===== config.mk =====
export PLATFORM = sky130hd
export DESIGN_NAME = twm_engine
export DESIGN_NICKNAME = d
export VERILOG_FILES = /design/src/rtl/twm_pkg.sv /design/src/rtl/twm_sync.sv /design/src/rtl/twm_engine.sv
export VERILOG_INCLUDE_DIRS = /design/src /design/src/rtl
export SDC_FILE = /design/constraint.sdc
export NUM_CORES = 1
export LEC_CHECK = 0
export ABC_CLOCK_PERIOD_IN_PS = 5900
export BUFFER_PORTS_ARGS = -buffer_cell sky130_fd_sc_hd__buf_2
export CAP_MARGIN = 20
export CORE_ASPECT_RATIO = 1.5
export CORE_MARGIN = 1.5
export CORE_UTILIZATION = 59
export CTS_CLUSTER_DIAMETER = 100
export DETAILED_ROUTE_END_ITERATION = 7
export PLACE_DENSITY = 0.93
export SETUP_SLACK_MARGIN = 0.4
export SLEW_MARGIN = 20
export SYNTH_ARGS = -nofsm -noshare
export SYNTH_HDL_FRONTEND = slang
export SYNTH_SLANG_ARGS = --single-unit
export TNS_END_PERCENT = 20

===== constraint.sdc =====
create_clock -name aclk -period 5.9 [get_ports aclk]
set_input_delay 0.295 -clock aclk [delete_from_list [all_inputs] [get_ports aclk]]
set_output_delay 0.295 -clock aclk [all_outputs]
set_load 0.02 [all_outputs]

===== src/rtl/twm_defs.svh =====
`ifndef TWM_DEFS_SVH
`define TWM_DEFS_SVH
// Register byte offsets
`define TWM_OFF_CTRL 8'h00
`define TWM_OFF_STAT 8'h04
`define TWM_OFF_DATA 8'h08
`define TWM_OFF_DIV 8'h0C
// Control register bit positions
`define TWM_B_FLAG 7
`define TWM_B_ACK 6
`define TWM_B_STA 5
`define TWM_B_STO 4
`define TWM_B_WCOL 3
`define TWM_B_EN 2
`define TWM_B_IE 0
// Status codes (prescaler bits zero)
`define TWM_ST_START 8'h08
`define TWM_ST_RSTART 8'h10
`define TWM_ST_AW_ACK 8'h18
`define TWM_ST_AW_NACK 8'h20
`define TWM_ST_DT_ACK 8'h28
`define TWM_ST_DT_NACK 8'h30
`define TWM_ST_ARB 8'h38
`define TWM_ST_AR_ACK 8'h40
`define TWM_ST_AR_NACK 8'h48
`define TWM_ST_DR_ACK 8'h50
`define TWM_ST_DR_NACK 8'h58
`define TWM_ST_IDLE 8'hF8
// Reset values
`define TWM_RST_CTRL 8'h00
`define TWM_RST_DATA 8'hFF
`define TWM_RST_DIV 8'h0F
// Bus clock: 50 MHz system clock, 100 kHz default bus (quarter-period ticks)
`define TWM_CLK_HZ 50000000
`define TWM_BUS_HZ 100000
`define TWM_QTR_CYC (`TWM_CLK_HZ / (4 * `TWM_BUS_HZ))
`endif


===== src/rtl/twm_pkg.sv =====
package twm_pkg;
  typedef enum logic [3:0] {
    TWM_IDLE, TWM_WAIT_FREE, TWM_START, TWM_HOLD, TWM_BIT, TWM_ACK, TWM_STOP, TWM_RELEASE
  } twm_state_t;
  typedef enum logic [1:0] {TWM_OP_NONE, TWM_OP_TX, TWM_OP_RX} twm_op_t;
endpackage


===== src/rtl/twm_sync.sv =====
`timescale 1ns/1ps
// Two-flop synchroniser per bit; first stage feeds only the second
module twm_sync #(
  parameter int WIDTH = 2
) (
  // Clock and reset
  input wire logic aclk,
  input wire logic aresetn,
  // Data
  input wire logic [WIDTH-1:0] async_in,
  output logic [WIDTH-1:0] sync_out
);
  genvar i;
  generate
    for (i = 0; i < WIDTH; i++) begin : g_bit
      logic meta_reg;
      logic sync_reg;
      always_ff @(posedge aclk) begin
        if (!aresetn) begin
          meta_reg <= 1'b1;
          sync_reg <= 1'b1;
        end else begin
          meta_reg <= async_in[i];
          sync_reg <= meta_reg;
        end
      end
      assign sync_out[i] = sync_reg;
    end
  endgenerate
endmodule // twm_sync


===== src/rtl/twm_engine.sv =====
// The placing of the registers and the AXI4-Lite register port were left to the implementer.
`timescale 1ns/1ps
`include "twm_defs.svh"
// Functional notes
// (RQ1) Data sent, ACK received: set flag, status 0x28.
// (RQ2) Data sent, NACK received: set flag, status 0x30.
// (RQ3) In 0x28/0x30 new byte plus flag clear sends it and samples ACK.
// (RQ4) Flag clear with start only issues repeated START.
// (RQ5) Flag clear with stop only issues STOP, then stop request self-clears.
// (RQ6) Flag clear with start and stop issues STOP then START, stop self-clears.
// (RQ7) Arbitration lost in address-write or data: set flag, status 0x38.
// (RQ8) In 0x38 plain clear releases bus, not-addressed slave state.
// (RQ9) In 0x38 clear with start waits for free bus, then START.
// (RQ10) Flag, start and enable written one begins transfer once bus free.
// (RQ11) After START placed: set flag, status 0x08.
// (RQ12) Software loads address-read then clears flag to enter receive.
// (RQ13) After address-read and ACK bit: set flag, report 0x38/0x40/0x48.
// (RQ14) Received byte is in data register whenever flag is set.
// (RQ15) Software NACKs the final byte, then ends with STOP or START.
// (RQ16) Address direction bit selects master transmit or master receive.
// (RQ17) After repeated START (0x10) any slave, any direction, no STOP.
// (RQ18) Writing one to flag clears it; enable must be one to operate. The code clears the flag only if enable is written one too.
// (RQ19) Software masks prescaler bits of status before decoding.
// (RQ20) Data write with flag low is discarded and sets write collision.
// (RQ21) In 0x40/0x50 ack enable chooses ACK or NACK for next byte.
// (RQ22) While flag set, serial clock is held low.
module twm_engine #(
  parameter int QTR_CYC = `TWM_QTR_CYC
) (
  // Clock and reset
  input wire logic aclk,
  input wire logic aresetn,
  // AXI4-Lite write address
  input wire logic [7:0] s_axi_awaddr,
  input wire logic s_axi_awvalid,
  output logic s_axi_awready,
  // AXI4-Lite write data
  input wire logic [31:0] s_axi_wdata,
  input wire logic [3:0] s_axi_wstrb,
  input wire logic s_axi_wvalid,
  output logic s_axi_wready,
  // AXI4-Lite write response
  output logic [1:0] s_axi_bresp,
  output logic s_axi_bvalid,
  input wire logic s_axi_bready,
  // AXI4-Lite read address
  input wire logic [7:0] s_axi_araddr,
  input wire logic s_axi_arvalid,
  output logic s_axi_arready,
  // AXI4-Lite read data
  output logic [31:0] s_axi_rdata,
  output logic [1:0] s_axi_rresp,
  output logic s_axi_rvalid,
  input wire logic s_axi_rready,
  // Two-wire bus, open drain
  input wire logic scl_in,
  output logic scl_out,
  output logic scl_oe,
  input wire logic sda_in,
  output logic sda_out,
  output logic sda_oe
);
  twm_pkg::twm_state_t state_reg;
  twm_pkg::twm_op_t op_reg;
  logic [7:0] ctrl_reg;
  logic [7:0] stat_reg;
  logic [7:0] data_reg;
  logic [7:0] div_reg;
  logic [15:0] tick_cnt_reg;
  logic [1:0] phase_reg;
  logic [3:0] bit_cnt_reg;
  logic rx_mode_reg;
  logic addr_phase_reg;
  logic restart_pending_reg;
  logic started_reg;
  logic busy_reg;
  logic scl_drv_low_reg;
  logic sda_drv_low_reg;
  logic ack_bit_reg;
  logic [1:0] pins_sync;
  logic scl_s;
  logic sda_s;
  logic scl_d_reg;
  logic sda_d_reg;
  logic aw_got_reg;
  logic w_got_reg;
  logic [7:0] aw_addr_reg;
  logic [31:0] w_data_reg;
  logic [3:0] w_strb_reg;
  logic tick;
  logic wr_fire;
  logic ctrl_wr;
  logic flag_clear;
  logic hw_set;
  logic sto_done;

  twm_sync #(.WIDTH(2)) u_sync (
    .aclk(aclk),
    .aresetn(aresetn),
    .async_in({scl_in, sda_in}),
    .sync_out(pins_sync)
  );
  assign scl_s = pins_sync[1];
  assign sda_s = pins_sync[0];

  // Bus-idle tracking: START/STOP seen by anyone on the bus
  always_ff @(posedge aclk) begin
    if (!aresetn) begin
      scl_d_reg <= 1'b1;
      sda_d_reg <= 1'b1;
      busy_reg <= 1'b0;
    end else begin
      scl_d_reg <= scl_s;
      sda_d_reg <= sda_s;
      if (scl_s && scl_d_reg && sda_d_reg && !sda_s)
        busy_reg <= 1'b1;
      else if (scl_s && scl_d_reg && !sda_d_reg && sda_s)
        busy_reg <= 1'b0;
    end
  end

  // AXI4-Lite write side: address and data accepted in either order
  assign wr_fire = aw_got_reg && w_got_reg && !s_axi_bvalid;
  assign ctrl_wr = wr_fire && (aw_addr_reg == `TWM_OFF_CTRL) && w_strb_reg[0];
  assign flag_clear = ctrl_wr && w_data_reg[`TWM_B_FLAG] && w_data_reg[`TWM_B_EN]; // [RQ18]

  always_ff @(posedge aclk) begin
    if (!aresetn) begin
      s_axi_awready <= 1'b1;
      s_axi_wready <= 1'b1;
      aw_got_reg <= 1'b0;
      w_got_reg <= 1'b0;
      aw_addr_reg <= 8'h00;
      w_data_reg <= 32'h0000_0000;
      w_strb_reg <= 4'h0;
      s_axi_bvalid <= 1'b0;
      s_axi_bresp <= 2'h0;
    end else begin
      if (s_axi_awvalid && s_axi_awready) begin
        aw_got_reg <= 1'b1;
        aw_addr_reg <= {s_axi_awaddr[7:2], 2'b00};
        s_axi_awready <= 1'b0;
      end
      if (s_axi_wvalid && s_axi_wready) begin
        w_got_reg <= 1'b1;
        w_data_reg <= s_axi_wdata;
        w_strb_reg <= s_axi_wstrb;
        s_axi_wready <= 1'b0;
      end
      if (wr_fire) begin
        aw_got_reg <= 1'b0;
        w_got_reg <= 1'b0;
        s_axi_bvalid <= 1'b1;
        s_axi_bresp <= (aw_addr_reg > `TWM_OFF_DIV) ? 2'h2 : 2'h0;
      end else if (s_axi_bvalid && s_axi_bready) begin
        s_axi_bvalid <= 1'b0;
        s_axi_awready <= 1'b1;
        s_axi_wready <= 1'b1;
      end
    end
  end

  // AXI4-Lite read side
  always_ff @(posedge aclk) begin
    if (!aresetn) begin
      s_axi_arready <= 1'b1;
      s_axi_rvalid <= 1'b0;
      s_axi_rdata <= 32'h0000_0000;
      s_axi_rresp <= 2'h0;
    end else if (s_axi_arvalid && s_axi_arready) begin
      s_axi_arready <= 1'b0;
      s_axi_rvalid <= 1'b1;
      s_axi_rresp <= 2'h0;
      case ({s_axi_araddr[7:2], 2'b00})
        `TWM_OFF_CTRL: s_axi_rdata <= {24'h00_0000, ctrl_reg};
        `TWM_OFF_STAT: s_axi_rdata <= {24'h00_0000, stat_reg};
        `TWM_OFF_DATA: s_axi_rdata <= {24'h00_0000, data_reg};
        `TWM_OFF_DIV: s_axi_rdata <= {24'h00_0000, div_reg};
        default: begin
          s_axi_rdata <= 32'h0000_0000;
          s_axi_rresp <= 2'h2;
        end
      endcase
    end else if (s_axi_rvalid && s_axi_rready) begin
      s_axi_rvalid <= 1'b0;
      s_axi_arready <= 1'b1;
    end
  end

  // Control register: hardware flag set wins over a software clear in the same cycle
  always_ff @(posedge aclk) begin
    if (!aresetn) begin
      ctrl_reg <= `TWM_RST_CTRL;
    end else begin
      if (ctrl_wr) begin
        ctrl_reg[`TWM_B_ACK] <= w_data_reg[`TWM_B_ACK];
        ctrl_reg[`TWM_B_STA] <= w_data_reg[`TWM_B_STA];
        ctrl_reg[`TWM_B_STO] <= w_data_reg[`TWM_B_STO];
        ctrl_reg[`TWM_B_EN] <= w_data_reg[`TWM_B_EN]; // [RQ18]
        ctrl_reg[`TWM_B_IE] <= w_data_reg[`TWM_B_IE];
        if (w_data_reg[`TWM_B_FLAG])
          ctrl_reg[`TWM_B_WCOL] <= 1'b0;
      end
      if (flag_clear)
        ctrl_reg[`TWM_B_FLAG] <= 1'b0; // [RQ18]
      if (wr_fire && aw_addr_reg == `TWM_OFF_DATA && w_strb_reg[0] && !ctrl_reg[`TWM_B_FLAG])
        ctrl_reg[`TWM_B_WCOL] <= 1'b1; // [RQ20]
      if (sto_done)
        ctrl_reg[`TWM_B_STO] <= 1'b0; // [RQ5] [RQ6]
      if (hw_set)
        ctrl_reg[`TWM_B_FLAG] <= 1'b1;
    end
  end

  // Divider register: stored for software only, bit timing runs from QTR_CYC
  always_ff @(posedge aclk) begin
    if (!aresetn)
      div_reg <= `TWM_RST_DIV;
    else if (wr_fire && aw_addr_reg == `TWM_OFF_DIV && w_strb_reg[0])
      div_reg <= w_data_reg[7:0];
  end

  assign tick = (tick_cnt_reg == 16'h0000);
  always_ff @(posedge aclk) begin
    if (!aresetn || state_reg == twm_pkg::TWM_IDLE || state_reg == twm_pkg::TWM_HOLD)
      tick_cnt_reg <= 16'(QTR_CYC - 1);
    else if (tick)
      tick_cnt_reg <= 16'(QTR_CYC - 1);
    else if (!(scl_drv_low_reg == 1'b0 && !scl_s && phase_reg != 2'd0))
      tick_cnt_reg <= tick_cnt_reg - 16'h0001;
  end

  // Bus engine: quarter-bit phases, 9 bits per byte including acknowledge
  assign sto_done = (state_reg == twm_pkg::TWM_STOP) && tick && phase_reg == 2'd3;
  always_ff @(posedge aclk) begin
    hw_set <= 1'b0;
    if (!aresetn) begin
      state_reg <= twm_pkg::TWM_IDLE;
      op_reg <= twm_pkg::TWM_OP_NONE;
      stat_reg <= `TWM_ST_IDLE;
      data_reg <= `TWM_RST_DATA;
      phase_reg <= 2'd0;
      bit_cnt_reg <= 4'h0;
      rx_mode_reg <= 1'b0;
      addr_phase_reg <= 1'b0;
      restart_pending_reg <= 1'b0;
      started_reg <= 1'b0;
      scl_drv_low_reg <= 1'b0;
      sda_drv_low_reg <= 1'b0;
      ack_bit_reg <= 1'b1;
      hw_set <= 1'b0;
    end else begin
      if (wr_fire && aw_addr_reg == `TWM_OFF_DATA && w_strb_reg[0] && ctrl_reg[`TWM_B_FLAG])
        data_reg <= w_data_reg[7:0];
      case (state_reg)
        twm_pkg::TWM_IDLE: begin
          scl_drv_low_reg <= 1'b0;
          sda_drv_low_reg <= 1'b0;
          if (flag_clear && w_data_reg[`TWM_B_STA])
            state_reg <= twm_pkg::TWM_WAIT_FREE; // [RQ10]
        end
        twm_pkg::TWM_WAIT_FREE: begin
          phase_reg <= 2'd0;
          // We still own the bus for a repeated START, so our own START must not block it
          if ((!busy_reg || started_reg) && scl_s && sda_s)
            state_reg <= twm_pkg::TWM_START; // [RQ9] [RQ10]
        end
        twm_pkg::TWM_START: if (tick) begin
          phase_reg <= phase_reg + 2'd1;
          case (phase_reg)
            2'd0: sda_drv_low_reg <= 1'b0;
            2'd1: scl_drv_low_reg <= 1'b0;
            2'd2: sda_drv_low_reg <= 1'b1;
            default: begin
              scl_drv_low_reg <= 1'b1;
              stat_reg <= started_reg ? `TWM_ST_RSTART : `TWM_ST_START; // [RQ11] [RQ17]
              started_reg <= 1'b1;
              addr_phase_reg <= 1'b1;
              hw_set <= 1'b1;
              state_reg <= twm_pkg::TWM_HOLD;
            end
          endcase
        end
        twm_pkg::TWM_HOLD: begin
          scl_drv_low_reg <= 1'b1; // [RQ22]
          phase_reg <= 2'd0;
          bit_cnt_reg <= 4'h0;
          if (flag_clear) begin
            if (stat_reg == `TWM_ST_ARB) begin
              started_reg <= 1'b0;
              scl_drv_low_reg <= 1'b0; // [RQ8]
              sda_drv_low_reg <= 1'b0;
              state_reg <= w_data_reg[`TWM_B_STA] ? twm_pkg::TWM_WAIT_FREE : twm_pkg::TWM_IDLE; // [RQ9]
            end else if (w_data_reg[`TWM_B_STO]) begin
              restart_pending_reg <= w_data_reg[`TWM_B_STA]; // [RQ6]
              state_reg <= twm_pkg::TWM_STOP; // [RQ5]
            end else if (w_data_reg[`TWM_B_STA]) begin
              scl_drv_low_reg <= 1'b0;
              sda_drv_low_reg <= 1'b0;
              state_reg <= twm_pkg::TWM_WAIT_FREE; // [RQ4]
            end else begin
              if (addr_phase_reg)
                rx_mode_reg <= data_reg[0]; // [RQ16] [RQ12]
              ack_bit_reg <= ~w_data_reg[`TWM_B_ACK]; // [RQ21]
              state_reg <= twm_pkg::TWM_BIT; // [RQ3]
            end
          end
        end
        twm_pkg::TWM_BIT: if (tick) begin
          phase_reg <= phase_reg + 2'd1;
          case (phase_reg)
            2'd0: begin
              if (rx_mode_reg && !addr_phase_reg)
                sda_drv_low_reg <= 1'b0;
              else
                sda_drv_low_reg <= ~data_reg[7];
            end
            2'd1: scl_drv_low_reg <= 1'b0;
            2'd2: begin
              if (!(rx_mode_reg && !addr_phase_reg) && data_reg[7] && !sda_s) begin
                stat_reg <= `TWM_ST_ARB; // [RQ7]
                sda_drv_low_reg <= 1'b0;
                hw_set <= 1'b1;
                state_reg <= twm_pkg::TWM_HOLD;
              end
              data_reg <= {data_reg[6:0], sda_s}; // [RQ14]
            end
            default: begin
              scl_drv_low_reg <= 1'b1;
              bit_cnt_reg <= bit_cnt_reg + 4'h1;
              if (bit_cnt_reg == 4'h7)
                state_reg <= twm_pkg::TWM_ACK;
            end
          endcase
        end
        twm_pkg::TWM_ACK: if (tick) begin
          phase_reg <= phase_reg + 2'd1;
          case (phase_reg)
            2'd0: sda_drv_low_reg <= (rx_mode_reg && !addr_phase_reg) ? ~ack_bit_reg : 1'b0;
            2'd1: scl_drv_low_reg <= 1'b0;
            2'd2: begin
              if (addr_phase_reg && rx_mode_reg)
                stat_reg <= sda_s ? `TWM_ST_AR_NACK : `TWM_ST_AR_ACK; // [RQ13]
              else if (addr_phase_reg)
                stat_reg <= sda_s ? `TWM_ST_AW_NACK : `TWM_ST_AW_ACK;
              else if (rx_mode_reg)
                stat_reg <= ack_bit_reg ? `TWM_ST_DR_NACK : `TWM_ST_DR_ACK;
              else
                stat_reg <= sda_s ? `TWM_ST_DT_NACK : `TWM_ST_DT_ACK; // [RQ1] [RQ2]
            end
            default: begin
              scl_drv_low_reg <= 1'b1;
              sda_drv_low_reg <= 1'b0;
              addr_phase_reg <= 1'b0;
              op_reg <= rx_mode_reg ? twm_pkg::TWM_OP_RX : twm_pkg::TWM_OP_TX;
              hw_set <= 1'b1;
              state_reg <= twm_pkg::TWM_HOLD;
            end
          endcase
        end
        twm_pkg::TWM_STOP: if (tick) begin
          phase_reg <= phase_reg + 2'd1;
          case (phase_reg)
            2'd0: sda_drv_low_reg <= 1'b1;
            2'd1: scl_drv_low_reg <= 1'b0;
            2'd2: sda_drv_low_reg <= 1'b0;
            default: begin
              started_reg <= 1'b0;
              op_reg <= twm_pkg::TWM_OP_NONE;
              stat_reg <= `TWM_ST_IDLE;
              restart_pending_reg <= 1'b0;
              state_reg <= restart_pending_reg ? twm_pkg::TWM_WAIT_FREE : twm_pkg::TWM_IDLE; // [RQ6]
            end
          endcase
        end
        default: state_reg <= twm_pkg::TWM_IDLE;
      endcase
      if (!ctrl_reg[`TWM_B_EN] && !flag_clear) begin
        state_reg <= twm_pkg::TWM_IDLE;
        started_reg <= 1'b0;
      end
    end
  end

  // Open-drain drive: enable high while pulling low
  always_ff @(posedge aclk) begin
    if (!aresetn) begin
      scl_out <= 1'b0;
      scl_oe <= 1'b0;
      sda_out <= 1'b0;
      sda_oe <= 1'b0;
    end else begin
      scl_out <= 1'b0;
      sda_out <= 1'b0;
      scl_oe <= scl_drv_low_reg;
      sda_oe <= sda_drv_low_reg;
    end
  end
endmodule // twm_engine


==> results.yml <==
run_status:
  status: "finished clean"
timing:
  fin_skew_ns: 0.00786
  period_needed_ns: 2.65
  fin_ws_ns: 3.25
  fmax_mhz: 377
  setup_viol: 0
  rsz0062_at_grt: "false"
  finalSetupTns_ns: 0
  whs_ns: 0.124
  period_share_pct: 45.0
  hold_viol_final: 0
  drv_slew: 0
  worstMarginPinSlew_ns: 0.836
  slew_headroom_pct: 44.2
drt:
  viasPerCell: 6.15
  num_vias: 4459
  wirelength_um: 12600
  drtIter0Drc: 249
  avgRoutedWirePerCell_um: 17.3
  first_pass_iters: 8
  drc_errors: 0
  ant_nets: 0
placed_design:
  finalWeightedCongestion: 0.900
  placed_area_um2: 5110
  pre_cts_ws_ns: 3.30
  dp_hpwl_um: 8850
  place_inst: 709
  portBuffers: 46
global_routing:
  antenna_found_initial: 0
  grt_pass1_wl_um: 20500
  grt_overflow: 0
  grtUsageTotal_pct: 29.3
  grt_pass1_vias: 4496
  grt_max_degree: 45
critical_path:
  cp_cell_sequence: "nor2b_1, nor2_1, o2bb2ai_1, a221oi_1, a211o_1"
  path_depth: 5
  required_ns: 6.15
  start_kind: "register"
  crit_arrival_ns: 2.90
  path_buf_inv: 0
  r2r-start: "state_reg[1]"
  cp_slowest_cell: "dfxtp_1"
  endpoint_kind: "register"
  path_max_fanout: 17
  reg2reg_slack_ns: 3.25
  cpLargestDelayFamily: "compound AO/OA/AOI/OAI gates"
  critPathMaxStageDelay_ns: 0.74
  r2r_end: "stat_reg[3]"
  worstSetupPathType: "reg2reg"
  reg2regPathDepth: 5
floorplan:
  core_um2: 8110
  die_y_um: 115
  rows: 40
  dieWidth_um: 77.9
  boundaryPins: 106
  dieArea_um2: 8990
  start_util_pct: 61.3
clocking:
  clk_latency_ns: 0.36
  root_buffer: "clkbuf_16"
  clkSlewWorstSetupHoldPaths_ns: 0.07
  cts_inserted_buffers: 9
  post_cts_resized: 0
  cts_buffer_depth: 2
  cts_sinks: 102
  htree_levels: 3
  post-cts-setup-buffers: 0
  cts_hold_buf: 0
  tritoncts: "built"
hold_path:
  whs_endpoint: "u_sync.g_bit[0].meta_reg"
  hold_start: "sda_in"
  holdPathStages: 2
  hold_path.class: "in2reg"
finish:
  layout-drive-gt1-share_pct: 14.0
  diodes: 0
  fin_cells: 725
  fin_area_um2: 5420
  fin_nets: 683
  post-route-util_pct: 66.8
  largest_reg_flops: 16
  synthToLayoutAreaGrowth_pct: 9.04
power_and_ir_drop:
  ir_drop_uv: 194
  p_leak_nw: 2.07
  p_clk_share_pct: 43.2
  finalPower_mw: 1.41
  comb_power_share_pct: 6.1
  internal-power_mw: 1.07
  swShare_pct: 24.0
  power_density_nw_per_um2: 261
  p_seq_share_pct: 50.7
  p_switching_mw: 0.339
synthesis:
  ys_top_cells_by_area: "dfxtp_1, nor2_1, nand2_1, a21oi_1, mux2i_1"
  synth_most_common_cell: "dfxtp_1"
  yosysTopAreaCellShare_pct: 41.1
  ys_seq_area_share_pct: 41.1
  avgSynthCellArea_um2: 8.47
  synth_common_cells: "dfxtp_1, nor2_1, nand2_1"
  netlist_area_um2: 4970
  ys_ff_latch: 102
  netlist_instances: 587
  async_flop_share_pct: 0
  synthFlopType: "dfxtp_1"
  synth.distinct_cells: 61
  synth_top_area_cell: "dfxtp_1"
  ys_warn_count: 0
  synth-edff-count: 0
job:
  maxCapViolations: 0
[worst register-to-register path: stages (launching register included)]
cell and delay [ns]:
dfxtp_1 0.74, nor2b_1 0.62, nor2_1 0.17, o2bb2ai_1 0.60
a221oi_1 0.12, a211o_1 0.30
[per-layer routing]
layer	wire (µm)	share of wire, %	GRT usage, %
met1	4400	35	28.9
met2	6530	52	53.0
met3	793	6.3	5.00
met4	849	6.8	24.0
met5	0	0	0
[cell families (layout without fill, tap and decap cells)]
kind of cell	Yosys count	in the layout	share of synthesized area [%]
compound gates	121	121	15.0
xor+xnor	15	15	2.64
fa+ha+maj	7	7	1.76
buf+inv	75	81	8.06
flops	102	102	41.1
mux	32	32	7.78
other cells	1	28	0.0755
simple gates	234	234	23.6
[worst max path at each step]
stage	slack, ns	from	endpoint
6_report	3.25	state_reg[1]	stat_reg[3]
3_5_place_dp	3.30	tick_cnt_reg[0]	state_reg[2]
2_1_floorplan	3.69	tick_cnt_reg[0]	state_reg[2]
3_3_place_gp	3.38	tick_cnt_reg[0]	state_reg[2]
5_1_grt	3.12	state_reg[1]	stat_reg[3]
4_1_cts	3.28	tick_cnt_reg[0]	state_reg[2]
[cell type report]
cell class,count,area [µm²]
repair buffers,48,245
clock inverters,6,68.8
clock buffers,10,239
inverters,17,63.8
multi-input cells,437,2630
well taps,105,131
flip-flops and latches,102,2040
fillers,675,2690
[power by group through the flow]
stage / Clock (mW) / Combinational [mW] / Sequential [mW]
finish: 0.610 / 0.0857 / 0.716
detailed placement: 0 / 0.0840 / 0.731
CTS: 0.615 / 0.0849 / 0.716
floorplan: 0 / 0.0747 / 0.728
global route: 0.643 / 0.0938 / 0.718
global placement: 0 / 0.0811 / 0.730
[placed cells by master, fill, tap and decap left out, drive strengths merged, types with 18 or more instances in the layout]
cell / synthesis / final
nor2: 69 / 69
buf: 35 / 48
dfxtp: 102 / 102
nand2: 67 / 67
o21ai: 24 / 24
inv: 16 / 18
a21oi: 49 / 49
conb: 1 / 28
nand3: 21 / 21
mux2i: 24 / 24
(Power assumes the default switching activity.)
